## src/verilog/cmc_pkg.sv

```systemverilog
// Constants, carriers and state types for the CAN mode control block.
// Assumes one 10 MHz clock, reset nrst, and a protocol engine on the same clock.
//
// Overview of operation
// - Init mode holds control zero at reset, except the wake enable, sleep and init request bits.
// - Control zero writable once init fully left.
// - Good frame sets flag; write one clears.
// - Receiver active flag follows the receiver.
// - Stop-in-wait gates bus clocks in wait.
// - Only hardware sets and clears synced flag.
// - Timer enable runs 16-bit bit-rate counter.
// - Stamp written at offsets 0x0E, 0x0F after EOF.
// - Timer cleared when off; enable low in init.
// - Wake enable lets bus traffic end sleep.
// - Sleep taken only when bus is idle.
// - Sleep request refused while wake flag set.
// - Sleep ends by CPU or bus activity.
// - Init request aborts traffic, drops sync, acknowledges.
// - Init entry restores listed registers to defaults.
// - Config registers written only in init mode.
// - Error counters untouched by init mode.
// - Resync after 11 recessive bits, bus-off 128.
// - Frame and active flags meaningless in loopback.
// - Transmit pin low dominant, high recessive.
// - Init request not clearable before acknowledge.
// - Init request forces transmit pin recessive.

package cmc_pkg;

	//------------------------------------------------------------
	// Register offsets
	//------------------------------------------------------------
	localparam logic [7:0] OFF_CTL0  = 8'h00;
	localparam logic [7:0] OFF_CTL1  = 8'h01;
	localparam logic [7:0] OFF_BT0   = 8'h02;
	localparam logic [7:0] OFF_BT1   = 8'h03;
	localparam logic [7:0] OFF_RFLG  = 8'h04;
	localparam logic [7:0] OFF_RIER  = 8'h05;
	localparam logic [7:0] OFF_TFLG  = 8'h06;
	localparam logic [7:0] OFF_TIER  = 8'h07;
	localparam logic [7:0] OFF_TARQ  = 8'h08;
	localparam logic [7:0] OFF_TAAK  = 8'h09;
	localparam logic [7:0] OFF_TBSEL = 8'h0A;
	localparam logic [7:0] OFF_IDAC  = 8'h0B;
	localparam logic [3:0] OFF_FILT_HI = 4'h1; // Filter bytes at 0x10..0x1F

	//------------------------------------------------------------
	// Bit positions
	//------------------------------------------------------------
	localparam int BIT_FRAME     = 7;
	localparam int BIT_STOP_WAIT = 5;
	localparam int BIT_TIMER     = 3;
	localparam int BIT_WAKE_EN   = 2;
	localparam int BIT_SLEEP_RQ  = 1;
	localparam int BIT_INIT_RQ   = 0;
	localparam int BIT_ENABLE    = 7;
	localparam int BIT_CLK_SRC   = 6;
	localparam int BIT_LOOP      = 5;
	localparam int BIT_LISTEN    = 4;
	localparam int BIT_BO_MODE   = 3;
	localparam int BIT_WAKE_MODE = 2;
	localparam int BIT_WAKE_FLAG = 7;

	//------------------------------------------------------------
	// Reset values and counts
	//------------------------------------------------------------
	localparam logic [2:0] RST_TFLG    = 3'h7;
	localparam logic [7:0] RIER_KEEP   = 8'h3C; // Status enables survive init
	localparam logic [3:0] CNT_IDLE    = 4'hB;  // 11 recessive bits
	localparam logic [7:0] CNT_BUSOFF  = 8'h80; // 128 idle sequences
	localparam logic [3:0] STAMP_HI    = 4'hE;
	localparam logic [3:0] STAMP_LO    = 4'hF;

	//------------------------------------------------------------
	// Types
	//------------------------------------------------------------
	typedef enum logic [1:0] {
		ST_INIT  = 2'b00,
		ST_WAIT  = 2'b01,
		ST_RUN   = 2'b11,
		ST_SLEEP = 2'b10
	} cmc_state_type;

	// Inputs from the protocol engine
	typedef struct packed {
		logic       tx_bit;
		logic       rx_busy;
		logic       rx_frame_ok;
		logic       eof_ok;
		logic       bit_tick;
		logic       bus_off;
		logic [2:0] tx_done;
		logic [3:0] err_state;
	} cmc_eng_type;

	// Time-stamp byte write toward the message buffer
	typedef struct packed {
		logic       we;
		logic [3:0] off;
		logic [7:0] data;
	} cmc_stamp_type;

	// Whole state of the main module
	typedef struct packed {
		cmc_state_type st;
		logic          received_frame_flag;
		logic          stop_in_wait;
		logic          time_en;
		logic          wake_enable;
		logic          sleep_request;
		logic          init_request;
		logic          sleep_ack;
		logic          init_ack;
		logic [7:0]    ctl1_cfg;
		logic [7:0]    bt0;
		logic [7:0]    bt1;
		logic          wake_irq_flag;
		logic [7:0]    rier;
		logic [2:0]    tflg;
		logic [2:0]    tier;
		logic [2:0]    tarq;
		logic [2:0]    tbsel;
		logic [1:0]    idam;
		logic [3:0]    rcnt;
		logic [7:0]    bocnt;
		logic [15:0]   tmr;
		logic          ts_pend;
		logic [7:0]    ts_lo;
		cmc_stamp_type stamp;
		logic          txd;
		logic          clk_en;
		logic          abort;
		logic          synced;
	} cmc_main_type;

	// Out of reset the block sits in init mode, listen bit set
	localparam cmc_main_type MAIN_RST = '{
		st: ST_INIT, init_request: 1'b1, init_ack: 1'b1,
		ctl1_cfg: 8'h10, tflg: RST_TFLG, txd: 1'b1, clk_en: 1'b1,
		default: '0
	};

endpackage : cmc_pkg

```

## src/verilog/cmc_mode_ctrl.sv

```systemverilog
// Mode control of a CAN controller: control register zero, the
// init and sleep handshakes, bus sync, time stamp and config gating.
// Assumes a protocol engine on the same clock feeds cmc_eng_type.
`timescale 1ns/10ps

module cmc_mode_ctrl import cmc_pkg::*; (
	// Clock and reset
	input  wire logic          clk,
	input  wire logic          nrst,
	// Register port
	input  wire logic [7:0]    reg_addr,
	input  wire logic [7:0]    reg_wdata,
	input  wire logic          reg_wr,
	input  wire logic          reg_rd,
	output logic [7:0]         reg_rdata,
	// Bus pins
	input  wire logic          bus_rx_pin,
	output logic               bus_tx_pin,
	// Protocol engine
	input  wire cmc_eng_type   eng,
	output logic               eng_abort,
	output logic               eng_synced,
	output logic               eng_sleep,
	output logic               mode_loopback,
	output logic               mode_listen,
	// Message buffer time stamp
	output cmc_stamp_type      stamp,
	// System
	input  wire logic          cpu_wait,
	output logic               bus_clk_en
);

	//------------------------------------------------------------
	// Declarations
	//------------------------------------------------------------
	cmc_main_type s_r;      // Registered state
	cmc_main_type s_nxt;    // Next state
	logic         rx_lvl;   // Clean receive level
	logic         in_init;  // Init mode fully entered
	logic         out_init; // Init mode fully left
	logic         wr_filt;  // Write hits filter bytes
	logic         rd_alt;   // Read served by register mux
	logic [7:0]   rd_mux;   // Register read value
	logic [7:0]   wd;       // Write data shorthand

	assign wd       = reg_wdata;
	assign in_init  = s_r.init_request & s_r.init_ack;
	assign out_init = ~s_r.init_request & ~s_r.init_ack;

	//------------------------------------------------------------
	// Receive pin synchroniser
	//------------------------------------------------------------
	cmc_rx_sync u_rx_sync (
		.clk   (clk),
		.nrst  (nrst),
		.pin   (bus_rx_pin),
		.level (rx_lvl)
	);

	//------------------------------------------------------------
	// Register read mux
	//------------------------------------------------------------
	// Loopback leaves frame and active flags without meaning
	always_comb begin
		rd_mux = 8'h00;
		unique case (reg_addr)
			OFF_CTL0:  rd_mux = {s_r.received_frame_flag, eng.rx_busy, s_r.stop_in_wait, s_r.synced,
				s_r.time_en, s_r.wake_enable, s_r.sleep_request, s_r.init_request};
			OFF_CTL1:  rd_mux = {s_r.ctl1_cfg[7:2], s_r.sleep_ack, s_r.init_ack};
			OFF_BT0:   rd_mux = s_r.bt0;
			OFF_BT1:   rd_mux = s_r.bt1;
			OFF_RFLG:  rd_mux = {s_r.wake_irq_flag, 1'b0, eng.err_state, 2'b00};
			OFF_RIER:  rd_mux = s_r.rier;
			OFF_TFLG:  rd_mux = {5'h00, s_r.tflg};
			OFF_TIER:  rd_mux = {5'h00, s_r.tier};
			OFF_TARQ:  rd_mux = {5'h00, s_r.tarq};
			OFF_TBSEL: rd_mux = {5'h00, s_r.tbsel};
			OFF_IDAC:  rd_mux = {2'b00, s_r.idam, 4'h0};
			default:   rd_mux = 8'h00; // Unmapped and abort ack read zero
		endcase
	end

	assign rd_alt  = (reg_addr[7:4] != OFF_FILT_HI);
	// Filter values are configuration: only taken in init mode
	assign wr_filt = reg_wr & ~rd_alt & in_init;

	//------------------------------------------------------------
	// Filter store and read data register
	//------------------------------------------------------------
	cmc_rd_store u_rd_store (
		.clk      (clk),
		.nrst     (nrst),
		.wr_en    (wr_filt),
		.wr_idx   (reg_addr[3:0]),
		.wr_data  (reg_wdata),
		.rd_en    (reg_rd),
		.rd_idx   (reg_addr[3:0]),
		.use_alt  (rd_alt),
		.alt_data (rd_mux),
		.rd_q     (reg_rdata)
	);

	//------------------------------------------------------------
	// Next state
	//------------------------------------------------------------
	always_comb begin
		s_nxt          = s_r;
		s_nxt.abort    = 1'b0;
		s_nxt.stamp.we = 1'b0;

		// Control zero writes
		if (reg_wr && reg_addr == OFF_CTL0) begin
			// Plain bits only once init is fully left
			if (out_init) begin
				if (wd[BIT_FRAME]) begin
					s_nxt.received_frame_flag = 1'b0;
				end
				s_nxt.stop_in_wait   = wd[BIT_STOP_WAIT];
				s_nxt.time_en = wd[BIT_TIMER];
			end
			// Active and synced bits are never stored from a write
			s_nxt.wake_enable = wd[BIT_WAKE_EN];
			if (wd[BIT_SLEEP_RQ]) begin
				// Wake flag pending blocks a new sleep request
				if (!s_r.wake_irq_flag) begin
					s_nxt.sleep_request = 1'b1;
				end
			end else if (s_r.sleep_ack || !s_r.sleep_request) begin
				s_nxt.sleep_request = 1'b0;
			end
			if (wd[BIT_INIT_RQ]) begin
				s_nxt.init_request = 1'b1;
			end else if (s_r.init_ack) begin
				s_nxt.init_request = 1'b0;
			end
		end

		// Config writes, init mode only
		if (reg_wr && in_init) begin
			unique case (reg_addr)
				OFF_CTL1: s_nxt.ctl1_cfg = {wd[7:2], 2'b00};
				OFF_BT0:  s_nxt.bt0 = wd;
				OFF_BT1:  s_nxt.bt1 = wd;
				OFF_IDAC: s_nxt.idam = wd[5:4];
				default: ;
			endcase
		end

		// Flag and buffer registers
		if (reg_wr) begin
			unique case (reg_addr)
				OFF_RFLG: begin
					if (wd[BIT_WAKE_FLAG]) begin
						s_nxt.wake_irq_flag = 1'b0;
					end
				end
				OFF_RIER:  s_nxt.rier = wd;
				OFF_TFLG:  s_nxt.tflg = s_r.tflg & ~wd[2:0];
				OFF_TIER:  s_nxt.tier = wd[2:0];
				OFF_TARQ:  s_nxt.tarq = wd[2:0];
				OFF_TBSEL: s_nxt.tbsel = wd[2:0];
				default: ;
			endcase
		end
		// Engine sets win over software clears
		s_nxt.tflg = s_nxt.tflg | eng.tx_done;
		if (eng.rx_frame_ok) begin
			s_nxt.received_frame_flag = 1'b1;
		end

		// Time-stamp timer, bit rate
		if (!s_r.time_en) begin
			s_nxt.tmr = 16'h0000;
		end else if (eng.bit_tick) begin
			s_nxt.tmr = s_r.tmr + 16'h0001;
		end

		// Stamp: high byte then low byte on the next cycle
		if (eng.eof_ok && s_r.time_en) begin
			s_nxt.stamp   = '{we: 1'b1, off: STAMP_HI, data: s_r.tmr[15:8]};
			s_nxt.ts_lo   = s_r.tmr[7:0];
			s_nxt.ts_pend = 1'b1;
		end else if (s_r.ts_pend) begin
			s_nxt.stamp   = '{we: 1'b1, off: STAMP_LO, data: s_r.ts_lo};
			s_nxt.ts_pend = 1'b0;
		end

		// Mode sequence
		unique case (s_r.st)
			ST_INIT: begin
				// Left only by the init exit below
			end
			ST_WAIT: begin
				// Count recessive bits until the bus is seen idle
				if (eng.bit_tick) begin
					if (!rx_lvl) begin
						s_nxt.rcnt = 4'h0;
					end else if (s_r.rcnt == CNT_IDLE - 4'h1) begin
						s_nxt.rcnt = 4'h0;
						if (eng.bus_off && s_r.bocnt != CNT_BUSOFF - 8'h01) begin
							s_nxt.bocnt = s_r.bocnt + 8'h01;
						end else begin
							s_nxt.st = ST_RUN;
						end
					end else begin
						s_nxt.rcnt = s_r.rcnt + 4'h1;
					end
				end
			end
			ST_RUN: begin
				// Sleep only with no reception and all buffers empty
				if (s_r.sleep_request && !eng.rx_busy && s_r.tflg == RST_TFLG) begin
					s_nxt.st    = ST_SLEEP;
					s_nxt.sleep_ack = 1'b1;
				end
			end
			ST_SLEEP: begin
				if (!s_r.sleep_request) begin
					// Resync before taking part again
					s_nxt.st    = ST_WAIT;
					s_nxt.sleep_ack = 1'b0;
					s_nxt.rcnt  = 4'h0;
					s_nxt.bocnt = 8'h00;
				end else if (s_r.wake_enable && !rx_lvl) begin
					// Dominant level counts as traffic
					s_nxt.sleep_request = 1'b0;
					s_nxt.wake_irq_flag = 1'b1;
				end
			end
		endcase

		// Init entry: abort, drop sync, restore defaults
		if (s_r.init_request && !s_r.init_ack) begin
			s_nxt.init_ack  = 1'b1;
			s_nxt.abort   = 1'b1;
			s_nxt.st      = ST_INIT;
			s_nxt.sleep_ack   = 1'b0;
			s_nxt.received_frame_flag   = 1'b0;
			s_nxt.wake_irq_flag   = 1'b0;
			s_nxt.rier    = s_r.rier & RIER_KEEP;
			s_nxt.tflg    = RST_TFLG;
			s_nxt.tier    = 3'h0;
			s_nxt.tarq    = 3'h0;
			s_nxt.tbsel   = 3'h0;
			s_nxt.ts_pend = 1'b0;
			// Error counters live in the engine and are not touched
		end

		// Init exit: acknowledge drops, then resync
		if (!s_r.init_request && s_r.init_ack) begin
			s_nxt.init_ack = 1'b0;
			s_nxt.st     = ST_WAIT;
			s_nxt.rcnt   = 4'h0;
			s_nxt.bocnt  = 8'h00;
		end

		// Held at reset values while in init mode
		if (in_init) begin
			s_nxt.received_frame_flag   = 1'b0;
			s_nxt.stop_in_wait   = 1'b0;
			s_nxt.time_en = 1'b0;
		end

		// Clock gate in wait mode when stop-in-wait is set
		s_nxt.clk_en = ~(cpu_wait & s_nxt.stop_in_wait);

		// Transmit pin: recessive unless running on the bus
		if (s_nxt.st == ST_RUN && !s_nxt.init_request && s_nxt.clk_en &&
			!s_nxt.ctl1_cfg[BIT_LOOP] && !s_nxt.ctl1_cfg[BIT_LISTEN]) begin
			s_nxt.txd = eng.tx_bit;
		end else begin
			s_nxt.txd = 1'b1;
		end

		// Synced only while running
		s_nxt.synced = (s_nxt.st == ST_RUN);
	end

	//------------------------------------------------------------
	// State register
	//------------------------------------------------------------
	always_ff @(posedge clk or negedge nrst) begin
		if (!nrst) begin
			s_r <= MAIN_RST;
		end else begin
			s_r <= s_nxt;
		end
	end

	//------------------------------------------------------------
	// Outputs, all from flops
	//------------------------------------------------------------
	assign bus_tx_pin    = s_r.txd;
	assign bus_clk_en    = s_r.clk_en;
	assign eng_abort     = s_r.abort;
	assign eng_synced    = s_r.synced;
	assign eng_sleep     = s_r.sleep_ack;
	assign mode_loopback = s_r.ctl1_cfg[BIT_LOOP];
	assign mode_listen   = s_r.ctl1_cfg[BIT_LISTEN];
	assign stamp         = s_r.stamp;

endmodule : cmc_mode_ctrl

```

## src/verilog/cmc_rx_sync.sv

```systemverilog
// Three-stage synchroniser for the bus receive pin.
// Assumes the pin is asynchronous to clk; idles recessive (high).
`timescale 1ns/10ps

module cmc_rx_sync import cmc_pkg::*; (
	// Clock and reset
	input  wire logic clk,
	input  wire logic nrst,
	// Pin and clean level
	input  wire logic pin,
	output logic      level
);

	typedef struct packed {
		logic s1;
		logic s2;
		logic s3;
		logic lvl;
	} cmc_sync_type;

	cmc_sync_type s_r;   // Registered state
	cmc_sync_type s_nxt; // Next state

	//------------------------------------------------------------
	// Shift and agree
	//------------------------------------------------------------
	// Only s2 reads s1; level moves when s2 and s3 agree
	always_comb begin
		s_nxt    = s_r;
		s_nxt.s1 = pin;
		s_nxt.s2 = s_r.s1;
		s_nxt.s3 = s_r.s2;
		if (s_r.s2 == s_r.s3) begin
			s_nxt.lvl = s_r.s3;
		end
	end

	// Recessive at reset so nothing looks like traffic
	always_ff @(posedge clk or negedge nrst) begin
		if (!nrst) begin
			s_r <= '1;
		end else begin
			s_r <= s_nxt;
		end
	end

	assign level = s_r.lvl;

endmodule : cmc_rx_sync

```

## src/verilog/cmc_rd_store.sv

```systemverilog
// Filter byte store plus the read data register of the block.
// Assumes write and read strobes are one cycle long.
`timescale 1ns/10ps

module cmc_rd_store import cmc_pkg::*; (
	// Clock and reset
	input  wire logic       clk,
	input  wire logic       nrst,
	// Write side
	input  wire logic       wr_en,
	input  wire logic [3:0] wr_idx,
	input  wire logic [7:0] wr_data,
	// Read side
	input  wire logic       rd_en,
	input  wire logic [3:0] rd_idx,
	input  wire logic       use_alt,
	input  wire logic [7:0] alt_data,
	output logic [7:0]      rd_q
);

	typedef struct packed {
		logic [15:0][7:0] mem;
		logic [7:0]       q;
	} cmc_store_type;

	cmc_store_type s_r;   // Registered state
	cmc_store_type s_nxt; // Next state

	//------------------------------------------------------------
	// Store and read register
	//------------------------------------------------------------
	// Read data only valid the cycle after the strobe; zero otherwise
	always_comb begin
		s_nxt   = s_r;
		s_nxt.q = 8'h00;
		if (wr_en) begin
			s_nxt.mem[wr_idx] = wr_data;
		end
		if (rd_en) begin
			s_nxt.q = use_alt ? alt_data : s_r.mem[rd_idx];
		end
	end

	always_ff @(posedge clk or negedge nrst) begin
		if (!nrst) begin
			s_r <= '0;
		end else begin
			s_r <= s_nxt;
		end
	end

	assign rd_q = s_r.q;

endmodule : cmc_rd_store

```

## config.mk

```make
export PLATFORM = sky130hd
export DESIGN_NAME = cmc_mode_ctrl
export DESIGN_NICKNAME = d
export VERILOG_FILES = /design/src/verilog/cmc_pkg.sv /design/src/verilog/cmc_mode_ctrl.sv /design/src/verilog/cmc_rx_sync.sv /design/src/verilog/cmc_rd_store.sv
export SDC_FILE = /design/constraint.sdc
export NUM_CORES = 1
export LEC_CHECK = 0
export CORE_MARGIN = 1.5
export CORE_UTILIZATION = 58
export CTS_CLUSTER_DIAMETER = 150
export CTS_CLUSTER_SIZE = 16
export DETAILED_ROUTE_END_ITERATION = 10
export DONT_BUFFER_PORTS = 1
export GPL_TIMING_DRIVEN = 1
export MAX_ROUTING_LAYER = met4
export PLACE_DENSITY = 0.76
export SETUP_SLACK_MARGIN = 0.3
export SYNTH_ARGS = -nofsm -noshare
export SYNTH_HDL_FRONTEND = slang
export SYNTH_HIERARCHICAL = 1
export SYNTH_SLANG_ARGS = --single-unit
export TNS_END_PERCENT = 100
```

## constraint.sdc

```tcl
create_clock -name clk -period 2.4 [get_ports clk]
set_input_delay 0.12 -clock clk [delete_from_list [all_inputs] [get_ports clk]]
set_output_delay 0.12 -clock clk [all_outputs]
set_load 0.1 [all_outputs]
```

# == Word-level counts from Yosys, hierarchy flattened ==
# Cells that the tools add are included.
# totals
in_bits,35
reg_bits,249
output_inout_bits,28
# op_classes
muxes,68
reduce_logical,52
eq_ne,27
n_lt_le_gt_ge,2
n_bitwise,13
addsub,3
# op_table
op,count
128-bit bitwise mux,1
8-bit one-hot mux with 11 select lines,1
8-bit 2-to-1 mux,10
21-bit 2-to-1 mux,2
12-bit 2-to-1 mux,3
8-bit binary-select mux with 4-bit select,1
8-bit demux with 4-bit select,1
"8-bit by 3-bit == test with 1-bit output, second input constant",4
16-bit 2-to-1 mux,2
13-bit 2-to-1 mux,2
"8-bit by 4-bit == test with 1-bit output, second input constant",3
12-bit one-hot mux with 2 select lines,1
1-bit 2-to-1 mux,22
22-bit 2-to-1 mux,1
3-bit 2-to-1 mux,7
"3-bit inequality test, second input constant",6
2-bit AND reduction,9
2-bit nonzero test,9
"16-bit by 1-bit adder with 16-bit output, second input constant",1
"8-bit by 2-bit == test with 1-bit output, second input constant",2
2-bit 2-to-1 mux,8
1-bit logical AND,14
6-bit 2-to-1 mux,2
3-bit AND reduction,4
other kinds (28),49

# == Longest topological paths before layout ==
# Gate-level depths: netlist of run 1.
# depth
ltp_word,15
depth_mapped,9
ltp_nobuf,7

# == Modules after synthesis ==
# The synthesis of run 1 kept the hierarchy.
# by_module_without_submodules
mod,area_each_um2,instances,cells_each,seq_area_each_um2
cmc_rd_store,6368.6,1,466,3403.3
cmc_mode_ctrl,5477.8,1,517,2687.6
cmc_rx_sync,116.4,1,5,105.1

# == Least setup slack after synthesis of run 1 ==
# No wires, ideal clock.
# synth_path
path_kind,register -> register
from,register s_r[103] (netlist name)
to,register u_rd_store/s_r[88] (netlist bit)
required_time_ps,2275
arrival_ps,2172
path_buffers,1
path_slack_ps,103
synth_period_minus_slack_ps,2297
setup_ps,125
path_stages_with_launch,8
cell_sequence,dfstp_2 ha_1 nand2_1 nor2_1 nor3b_4 nor2b_1 buf_2 mux2_2
# synth_rtl
item,line,text
to (signal assigned),cmc_rd_store.sv:48,s_r <= s_nxt;
to (decl),cmc_rd_store.sv:26,cmc_store_type s_r;

==> results of run 1 <==
synthesized netlist by cell type, types with 3 or more instances:
| cell | count | area (µm²) |
|---|---|---|
| a211o_1 | 3 | 26.28 |
| a211oi_1 | 3 | 22.52 |
| a21o_1 | 3 | 22.52 |
| a21oi_1 | 32 | 160.2 |
| a22oi_1 | 31 | 232.7 |
| and2_1 | 17 | 106.4 |
| and3_1 | 5 | 31.28 |
| buf_1 | 4 | 15.01 |
| buf_2 | 12 | 60.06 |
| buf_4 | 21 | 157.7 |
| clkbuf_1 | 33 | 123.9 |
| dfrtp_1 | 235 | 5881 |
| dfstp_2 | 12 | 315.3 |
| ha_1 | 8 | 100.1 |
| inv_1 | 8 | 30.03 |
| mux2_1 | 6 | 67.56 |
| mux2_2 | 147 | 1655 |
| mux2_4 | 16 | 240.2 |
| mux2i_1 | 88 | 880.8 |
| nand2_1 | 61 | 229.0 |
| nand2b_1 | 10 | 62.56 |
| nand3_1 | 45 | 225.2 |
| nand3b_1 | 4 | 30.03 |
| nand4_1 | 9 | 56.30 |
| nor2_1 | 36 | 135.1 |
| nor2_2 | 9 | 56.30 |
| nor2b_1 | 12 | 75.07 |
| nor3_1 | 6 | 30.03 |
| nor3b_1 | 7 | 52.55 |
| nor3b_4 | 3 | 56.30 |
| o21ai_0 | 22 | 110.1 |
| o21ai_1 | 4 | 20.02 |
| o31ai_1 | 3 | 22.52 |
| or3_1 | 7 | 43.79 |
| xnor2_1 | 14 | 122.6 |
sequential cells by signal (all words and copies together) (netlist names):
| register | flops |
|---|---|
| eng_abort | 1 |
| u_rd_store/rd_q | 8 |
| bus_clk_en | 1 |
| stamp | 11 |
| u_rx_sync/s_nxt | 2 |
| mode_loopback | 1 |
| u_rx_sync/s_r | 1 |
| s_r | 89 |
| u_rd_store/s_r | 128 |
| mode_listen | 1 |
| u_rx_sync/level | 1 |
| eng_sleep | 1 |
| bus_tx_pin | 1 |
| eng_synced | 1 |
layer usage:
layer,vias to the layer above,global-route usage,part of all wire
met5,-,-,0
li1,3562,-,-
met3,57,0.04344,0.049
met1,4097,0.3692,0.46
met2,228,0.4057,0.46
met4,0,0.09394,0.032
cells by family (layout without fill, tap and decap cells):
kind of cell             after synthesis  count (layout)
XOR/XNOR                              16              16
adder cells (fa/ha/maj)                9               9
buffers and inverters                 81             106
flip-flops                           247             247
multiplexers                         259             259
other                                  0               4
AO/OA/AOI/OAI                        126             126
AND/OR/NAND/NOR                      250             250
power groups by stage:
stage | logic (mW) | clock network [mW] | registers, mW
6_report | 1.31 | 2.93 | 4.80
5_1_grt | 1.42 | 3.14 | 4.84
4_1_cts | 1.25 | 2.99 | 4.79
3_5_place_dp | 1.16 | 0 | 4.87
3_3_place_gp | 1.12 | 0 | 4.86
2_1_floorplan | 1.07 | 0 | 4.79
critical path: stages, from the launching register on:
cell and delay, ps:
dfstp_2 580, ha_4 160, nand2_4 70, nor2_4 180, nor3b_4 310, nor2b_4 230
buf_8 150, mux2_2 330
stage by stage:
step | util | setup slack, ps | cells | hold slack (ps)
finish | 0.6502 | 268.5 | 1287 | -686.6
global route | 0.6501 | 211.9 | 1286 | -699.2
CTS | 0.6434 | 256.1 | 1277 | -692.4
detailed placement | 0.6026 | 154.8 | 1221 | -170.1
global placement | 0.6026 | 184.9 | 1221 | -169.6
floorplan | - | 300.2 | 988 | -175.6
final cells by class:
type	instances	area, µm²
Fill cell	1542	7078
Sequential cell	247	6197
Multi-Input combinational cell	660	5485
Timing Repair Buffer	65	560.5
Clock buffer	31	520.5
Tap cell	270	337.8
Inverter	9	33.78
Clock inverter	1	11.26
Antenna cell	4	10.01
final timing paths:
| check | endpoint | slack (ps) | depth (start not counted) |
|---|---|---|---|
| worst max-delay path | u_rd_store/s_r[88] | 270 | 7 |
| worst min-delay path | stamp[10] | -690 | 0 |
| worst max register to register | u_rd_store/s_r[88] | 270 | 7 |
| worst min register to register | u_rx_sync/s_nxt[1] | 360 | 0 |
| max in group asynchronous | u_rx_sync/s_r[1] | 2720 | 0 |
| min in group clk | s_r[32] | 10 | 3 |
repair_timing:
action	CTS	global route
cloned	0	0
endpoints found under the setup margin	113	111
gates resized for setup	13	18
hold buffers	21	4
pin swaps	1	3
setup buffers	3	2
hold endpoints to repair	437	290
==> qor.csv, run 1 <==
metric,value,unit
antenna_left,0,
ys_async_sr_fraction,1.000,
post-route-period-util,0.8881,
worstReg2RegStart,s_r[101],
synth_nets,1031,
insertion_delay,500,ps
clk_path_buf_depth,3,
crit_path_start_kind,register,
grt_pass1_vias,7895,
skew,12.33,ps
vdd_drop_max,0.0003707,V
antenna_found_initial,3,
worstPathMaxFanout,8,
max_freq,469.2,MHz
ys_seq_elements,247,
power_switching,2.577,mW
post_drt_wl_per_cell,21.57,µm
grt_max_degree,248,
htreeDepth,1,
clk_pin_slew_worst_paths,80,ps
synth-edff-count,0,
syn_inst,988,
grt_usage,0.2684,
p_total,9.038,mW
synth_mux_area_frac,0.2415,
synth_ff_type,dfrtp_1,
drive_gt1_frac,0.2764,
synthSimpleGateAreaFrac,0.1159,
nets,1045,
status,finished with violations,
sw_frac_of_total,0.2851,
die_h,146.6,µm
startpoint,s_r[101],
worst_pin_slew,1176,ps
maxCapViolations,0,
initial_core_util,0.5912,
die_area,21500,µm²
syn_avg_cell_area,12.11,µm²
clock_power_share,0.324,
relSlewSlack,0.2135,
syn2layout_area_growth,9.978,%
hold_viol_final,247,
drt_iter0_drc,712,
die_w,146.6,µm
grt_overflow,0,
setup_viol,0,
finalSetupTns,0,ps
powerDensity,687.0,nW/µm²
place_congestion,0.8792,
cts_tree,yes,
synth_compound_area_frac,0.06914,
layout_commonest_cell,dfrtp_1,
yosys_warnings,6,
place_area,12190,µm²
whs,-686.6,ps
synth-xor-area-share,0.01171,
ys_seq_area_frac,0.5179,
final_cell_mix,"dfrtp_1, mux2_2, mux2i_1",
syn_area,11960,µm²
hp-class,primary input to asynchronous set/reset pin,
synthAdderAreaFrac,0.009309,
via_count,7944,
endpoint_kind,register,
slew_violations,0,
violations,hold timing,
period_needed,2132,ps
rows,52,
drc,0,
worstSetupPathType,register to register,
p_leak,6.295,nW
dp_hpwl,17.19,mm
grt_pass1_wl,44.23,mm
p_int,6.462,mW
clock-sinks,247,
core_area,20230,µm²
clockRootBuffer,clkbuf_16,
synth_cell_types,71,
synth_top_family_by_area,multiplexers,
pwr-share-comb,0.145,
viasPerCell,6.172,
cts_buffers,19,
required,2780,ps
crit_arrival,2520,ps
io_pins,63,
design_area,13160,µm²
first_pass_iters,5,
port_buffers,0,
seq_power_share,0.531,
rsz0062_at_grt,true,
routed_wl,27.76,mm
Note: power is estimated with default switching activity, not from simulation.
==> run 2, diff against run 1 <==
--- a/config.mk
+++ b/config.mk
@@ -6,14 +6,14 @@
 export NUM_CORES = 1
 export LEC_CHECK = 0
 export CORE_MARGIN = 1.5
-export CORE_UTILIZATION = 58
+export CORE_UTILIZATION = 60
 export CTS_CLUSTER_DIAMETER = 150
 export CTS_CLUSTER_SIZE = 16
 export DETAILED_ROUTE_END_ITERATION = 10
 export DONT_BUFFER_PORTS = 1
 export GPL_TIMING_DRIVEN = 1
 export MAX_ROUTING_LAYER = met4
-export PLACE_DENSITY = 0.76
+export PLACE_DENSITY_LB_ADDON = 0.12
 export SETUP_SLACK_MARGIN = 0.3
 export SYNTH_ARGS = -nofsm -noshare
 export SYNTH_HDL_FRONTEND = slang
==> constraint.sdc (replaced) <==
create_clock -name clk -period 2.6 [get_ports clk]
set_input_delay 0.13 -clock clk [delete_from_list [all_inputs] [get_ports clk]]
set_output_delay 0.13 -clock clk [all_outputs]
set_load 0.1 [all_outputs]
==> run 2 against run 1 <==
- sequential cell count stayed put
- clock power is 8.2% lower
- worst hold slack better by 22 ps
- critical path depth is 1 higher
- the run still ends with hold timing left
- final area is 0.75% lower
==> qor.csv, run 2 (synthesis results as in run 1) <==
metric,value,unit,change
htreeDepth,1,,unchanged
vdd_drop_max,0.0004509,V,+22%
worstSetupPathType,register to register,,
p_total,8.288,mW,-8.3%
clock-sinks,247,,unchanged
final_cell_mix,"dfrtp_1, mux2_2, mux2i_1",,
drt_iter0_drc,628,,-12%
violations,hold timing,,
largest_register_ffs,128,,unchanged
post_drt_wl_per_cell,22.25,µm,+3.2%
routed_wl,28.46,mm,+2.5%
grtUsageMet1,0.3758,,+0.006566
slew_violations,0,,unchanged
cts_tree,yes,,
clk_pin_slew_worst_paths,70,ps,about the same
reg2reg_slack,370,ps,+110 ps
nets,1042,,-0.29%
crit_arrival,2600,ps,+80 ps
dp_hpwl,17.75,mm,+3.3%
viasPerCell,6.192,,+0.32%
first_pass_iters,5,,unchanged
multi_input_area,5408,µm²,-1.4%
drive_gt1_frac,0.2591,,-0.01726
cts_buffers,19,,unchanged
period_needed,2226,ps,+94.62 ps
regMostFlops,u_rd_store/s_r,,
relSlewSlack,0.2373,,+0.02375
hold_viol_final,247,,unchanged
maxCapViolations,0,,unchanged
place_inst,1212,,-0.74%
worst_pin_slew,1140,ps,-35.50 ps
die_w,144.2,µm,-1.6%
grtUsageMet3,0.04106,,-0.002378
drc,0,,unchanged
clk_path_buf_depth,3,,unchanged
crit_path_start_kind,register,,
die_area,20790,µm²,-3.3%
layout_commonest_cell,dfrtp_1,,
antenna_left,0,,unchanged
whs,-664.9,ps,+21.65 ps
post-route-period-util,0.8562,,-0.03192
globalRouteMet2Util,0.4626,,+0.05694
fill_cells,1509,,-2.1%
endpoint_kind,register,,
via_count,7920,,-0.30%
finalSetupTns,0,ps,unchanged
hp-class,primary input to asynchronous set/reset pin,,
stdcell_count,1279,,-0.62%
worstPathMaxFanout,8,,unchanged
antenna_found_initial,2,,-1
status,finished with violations,,
rows,51,,-1.9%
powerDensity,634.8,nW/µm²,-7.6%
port_buffers,0,,unchanged
p_leak,6.215,nW,-1.3%
setup_viol,0,,unchanged
core_area,19530,µm²,-3.5%
insertion_delay,490,ps,about the same
post-route-util,0.6687,,+0.01852
clockRootBuffer,clkbuf_16,,
skew,11.55,ps,-0.7799 ps
die_h,144.2,µm,-1.6%
grt_usage,0.2870,,+0.01861
grt_overflow,0,,unchanged
initial_core_util,0.6126,,+0.02144
seqCellArea,6197,µm²,unchanged
grt_max_degree,248,,unchanged
place_congestion,0.9134,,+3.9%
grt_pass1_vias,8055,,+2.0%
grt_pass1_wl,44.44,mm,+0.47%
max_freq,449.2,MHz,-4.3%
io_pins,63,,unchanged
busiest_layer,met2,,
syn2layout_area_growth,9.152,%,
rsz0062_at_grt,false,,
required,2980,ps,+200 ps
run 2: repair_timing:
item / 4_1_cts / 5_1_grt
buffers inserted: 0 / 1
pin swaps: 1 / 3
endpoints found under the hold margin: 439 / 268
endpoints found under the setup margin: 107 / 95
gates resized for setup: 4 / 9
hold buffers: 28 / 2
run 2: path summary, 6_finish.rpt:
kind / cells after the start / from / endpoint
worst max-delay path: 8 / s_r[103] / u_rd_store/s_r[90]
worst min-delay path: 0 / nrst / stamp[6]
worst max register to register: 8 / s_r[103] / u_rd_store/s_r[90]
worst min register to register: 0 / u_rx_sync/s_nxt[2] / u_rx_sync/s_nxt[1]
max in group asynchronous: 0 / nrst / u_rx_sync/s_nxt[2]
min in group clk: 4 / eng[8] / s_r[51]
run 2: power breakdown:
group	total, mW	internal [mW]	switching (mW)
registers	4.44	4.10	0.340
clock network	2.69	1.38	1.31
logic	1.16	0.466	0.691
total	8.29	5.95	2.34
run 2: stage by stage:
| step | cell area (µm²) | setup WS (ps) |
|---|---|---|
| finish | 13060 | 373.9 |
| global route | 13060 | 306.8 |
| CTS | 12990 | 287.6 |
| detailed placement | 12150 | 163.4 |
| global placement | 12150 | 256.8 |
| floorplan | 11960 | 303.0 |
run 2: cell type report:
| type | instances | area share |
|---|---|---|
| tap | 265 | 0.02539 |
| multi-input combinational | 660 | 0.4141 |
| inverter | 9 | 0.002587 |
| sequential | 247 | 0.4746 |
| clock inverter | 1 | 0.0008624 |
| timing repair buffer | 62 | 0.04168 |
| clock buffer | 32 | 0.04015 |
| antenna | 3 | 0.0005749 |
run 2: layer usage:
layer	routed length (µm)	share of wire
met5	0	0
met4	909	0.032
met3	1484	0.052
met2	14010	0.49
met1	12060	0.42
run 2: critical path, stage by stage, from the launching register on:
cell and delay (ps):
dfstp_2 590, ha_4 200, nand2_4 70, nor2_1 90, buf_4 170, nor3b_4 290, nor2b_4 200, buf_6 150
mux2_2 340
==> run 3, diff against run 2 <==
--- a/config.mk
+++ b/config.mk
@@ -5,6 +5,7 @@
 export SDC_FILE = /design/constraint.sdc
 export NUM_CORES = 1
 export LEC_CHECK = 0
+export CORE_ASPECT_RATIO = 1.1
 export CORE_MARGIN = 1.5
 export CORE_UTILIZATION = 60
 export CTS_CLUSTER_DIAMETER = 150
==> run 3 against run 2 <==
- the run still ends with hold timing left
- clock power hardly changed
- total power grew 0.19%
- worst hold slack got worse by 4.5 ps
- largest cell class unchanged
- wire length decreased by 0.31%
==> qor.csv, run 3 (synthesis results as in run 1) <==
metric,value,unit,change
fill_cells,1446,,-4.2%
port_buffers,0,,unchanged
hold_viol_final,247,,unchanged
final_cell_mix,"dfrtp_1, mux2_2, mux2i_1",,
drt_iter0_drc,567,,-9.7%
violations,hold timing,,
clk_pin_slew_worst_paths,80,ps,about the same
place_area,12120,µm²,-0.25%
regMostFlops,u_rd_store/s_r,,
slew_violations,0,,unchanged
dp_hpwl,17.95,mm,+1.2%
grt_pass1_wl,44.67,mm,+0.53%
syn2layout_area_growth,9.256,%,about the same
reg2reg_slack,360,ps,about the same
r2r_cells,8,,unchanged
die_h,151.1,µm,+4.8%
skew,15.86,ps,+4.317 ps
status,finished with violations,,
relSlewSlack,0.1840,,-0.05324
routed_wl,28.37,mm,-0.31%
via_count,7979,,+0.74%
post_drt_wl_per_cell,22.48,µm,+1.0%
r2r_end,u_rd_store/s_r[74],,
worst_pin_slew,1220,ps,+79.60 ps
viasPerCell,6.323,,+2.1%
worstReg2RegStart,s_r[103],,
finalSetupTns,0,ps,unchanged
diodes,0,,-3
die_area,20800,µm²,about the same
largest_register_ffs,128,,unchanged
maxCapViolations,0,,unchanged
required,2970,ps,about the same
setup_viol,0,,unchanged
whs,-669.4,ps,-4.502 ps
crit_path_start_kind,register,,
antenna_left,0,,unchanged
layout_commonest_cell,dfrtp_1,,
clock-sinks,247,,unchanged
io_pins,63,,unchanged
nets,1046,,+0.38%
grt_max_degree,248,,unchanged
htreeDepth,1,,unchanged
drc,0,,unchanged
cts_tree,yes,,
design_area,13070,µm²,about the same
grt_usage,0.2882,,+0.001222
p_total,8.304,mW,+0.19%
max_freq,447.1,MHz,-0.47%
hp-class,primary input to asynchronous set/reset pin,,
first_pass_iters,5,,unchanged
initial_core_util,0.6199,,+0.007269
rsz0062_at_grt,true,,
core_area,19300,µm²,-1.2%
endpoint_kind,register,,
crit_arrival,2610,ps,about the same
clockRootBuffer,clkbuf_16,,
grt_pass1_vias,8242,,+2.3%
grt_overflow,0,,unchanged
startpoint,s_r[103],,
die_w,137.6,µm,-4.6%
rows,53,,+3.9%
place_congestion,0.8910,,-2.5%
cts_buffers,19,,unchanged
p_leak,6.242,nW,+0.44%
post-route-period-util,0.8602,,+0.004034
powerDensity,635.4,nW/µm²,about the same
drive_gt1_frac,0.2621,,+0.002920
worstPathMaxFanout,8,,unchanged
worstSetupPathType,register to register,,
period_needed,2237,ps,+10.49 ps
insertion_delay,490,ps,about the same
antenna_found_initial,0,,-2
clk_path_buf_depth,3,,unchanged
vdd_drop_max,0.0006689,V,+48%
-- run 3: layout make-up --
class	instances	area (µm²)	share of cell area
inverter	9	33.78	0.002585
multi-input combinational	660	5415	0.4143
clock buffer	32	524.3	0.04011
tap	247	309.0	0.02365
sequential	247	6197	0.4742
timing repair buffer	66	579.3	0.04432
clock inverter	1	11.26	0.0008616
-- run 3: worst max-delay path by stage --
stage,endpoint,cells after the start,slack (ps)
after floorplan,u_rd_store/s_r[88],7,300
final,u_rd_store/s_r[74],8,360
after CTS,u_rd_store/s_r[62],7,280
after detailed placement,u_rd_store/s_r[90],8,290
after global routing,u_rd_store/s_r[79],8,290
after global placement,u_rd_store/s_r[21],7,370
-- run 3: critical path, cell delays in order (launching register included) --
cell and delay [ps]:
dfstp_2 580, ha_4 150, nand2_2 80, nor2_1 130
buf_4 180, nor3b_4 270, buf_4 160, nand3b_2 210
mux2_2 350
-- run 3: repair_timing --
action                                 4_1_cts  5_1_grt
setup buffers                                3        1
gates resized for setup                      2       12
cloned                                       0        0
hold buffers                                29        3
setup endpoints to repair                   29       73
endpoints found under the hold margin      444      273
-- run 3: routing by layer --
metal | GRT usage | vias to the layer above | wire (µm)
li1 | - | 3564 | -
met1 | 0.3538 | 4108 | 11580
met4 | 0.1237 | 0 | 1077
met2 | 0.4790 | 243 | 14460
met3 | 0.03916 | 64 | 1251
met5 | - | - | 0
-- run 3: stage by stage --
step                utilization  std cells  worst slack, ps
floorplan                     -        988            303.0
global placement         0.6280       1193            367.9
detailed placement       0.6280       1193            292.7
CTS                      0.6725       1258            278.7
global route             0.6773       1262            285.0
finish                   0.6773       1262            363.4
-- run 3: power breakdown --
| group | switching (mW) | internal, mW |
|---|---|---|
| clock | 1.31 | 1.38 |
| combinational | 0.705 | 0.471 |
| sequential | 0.336 | 4.10 |
| total | 2.35 | 5.95 |
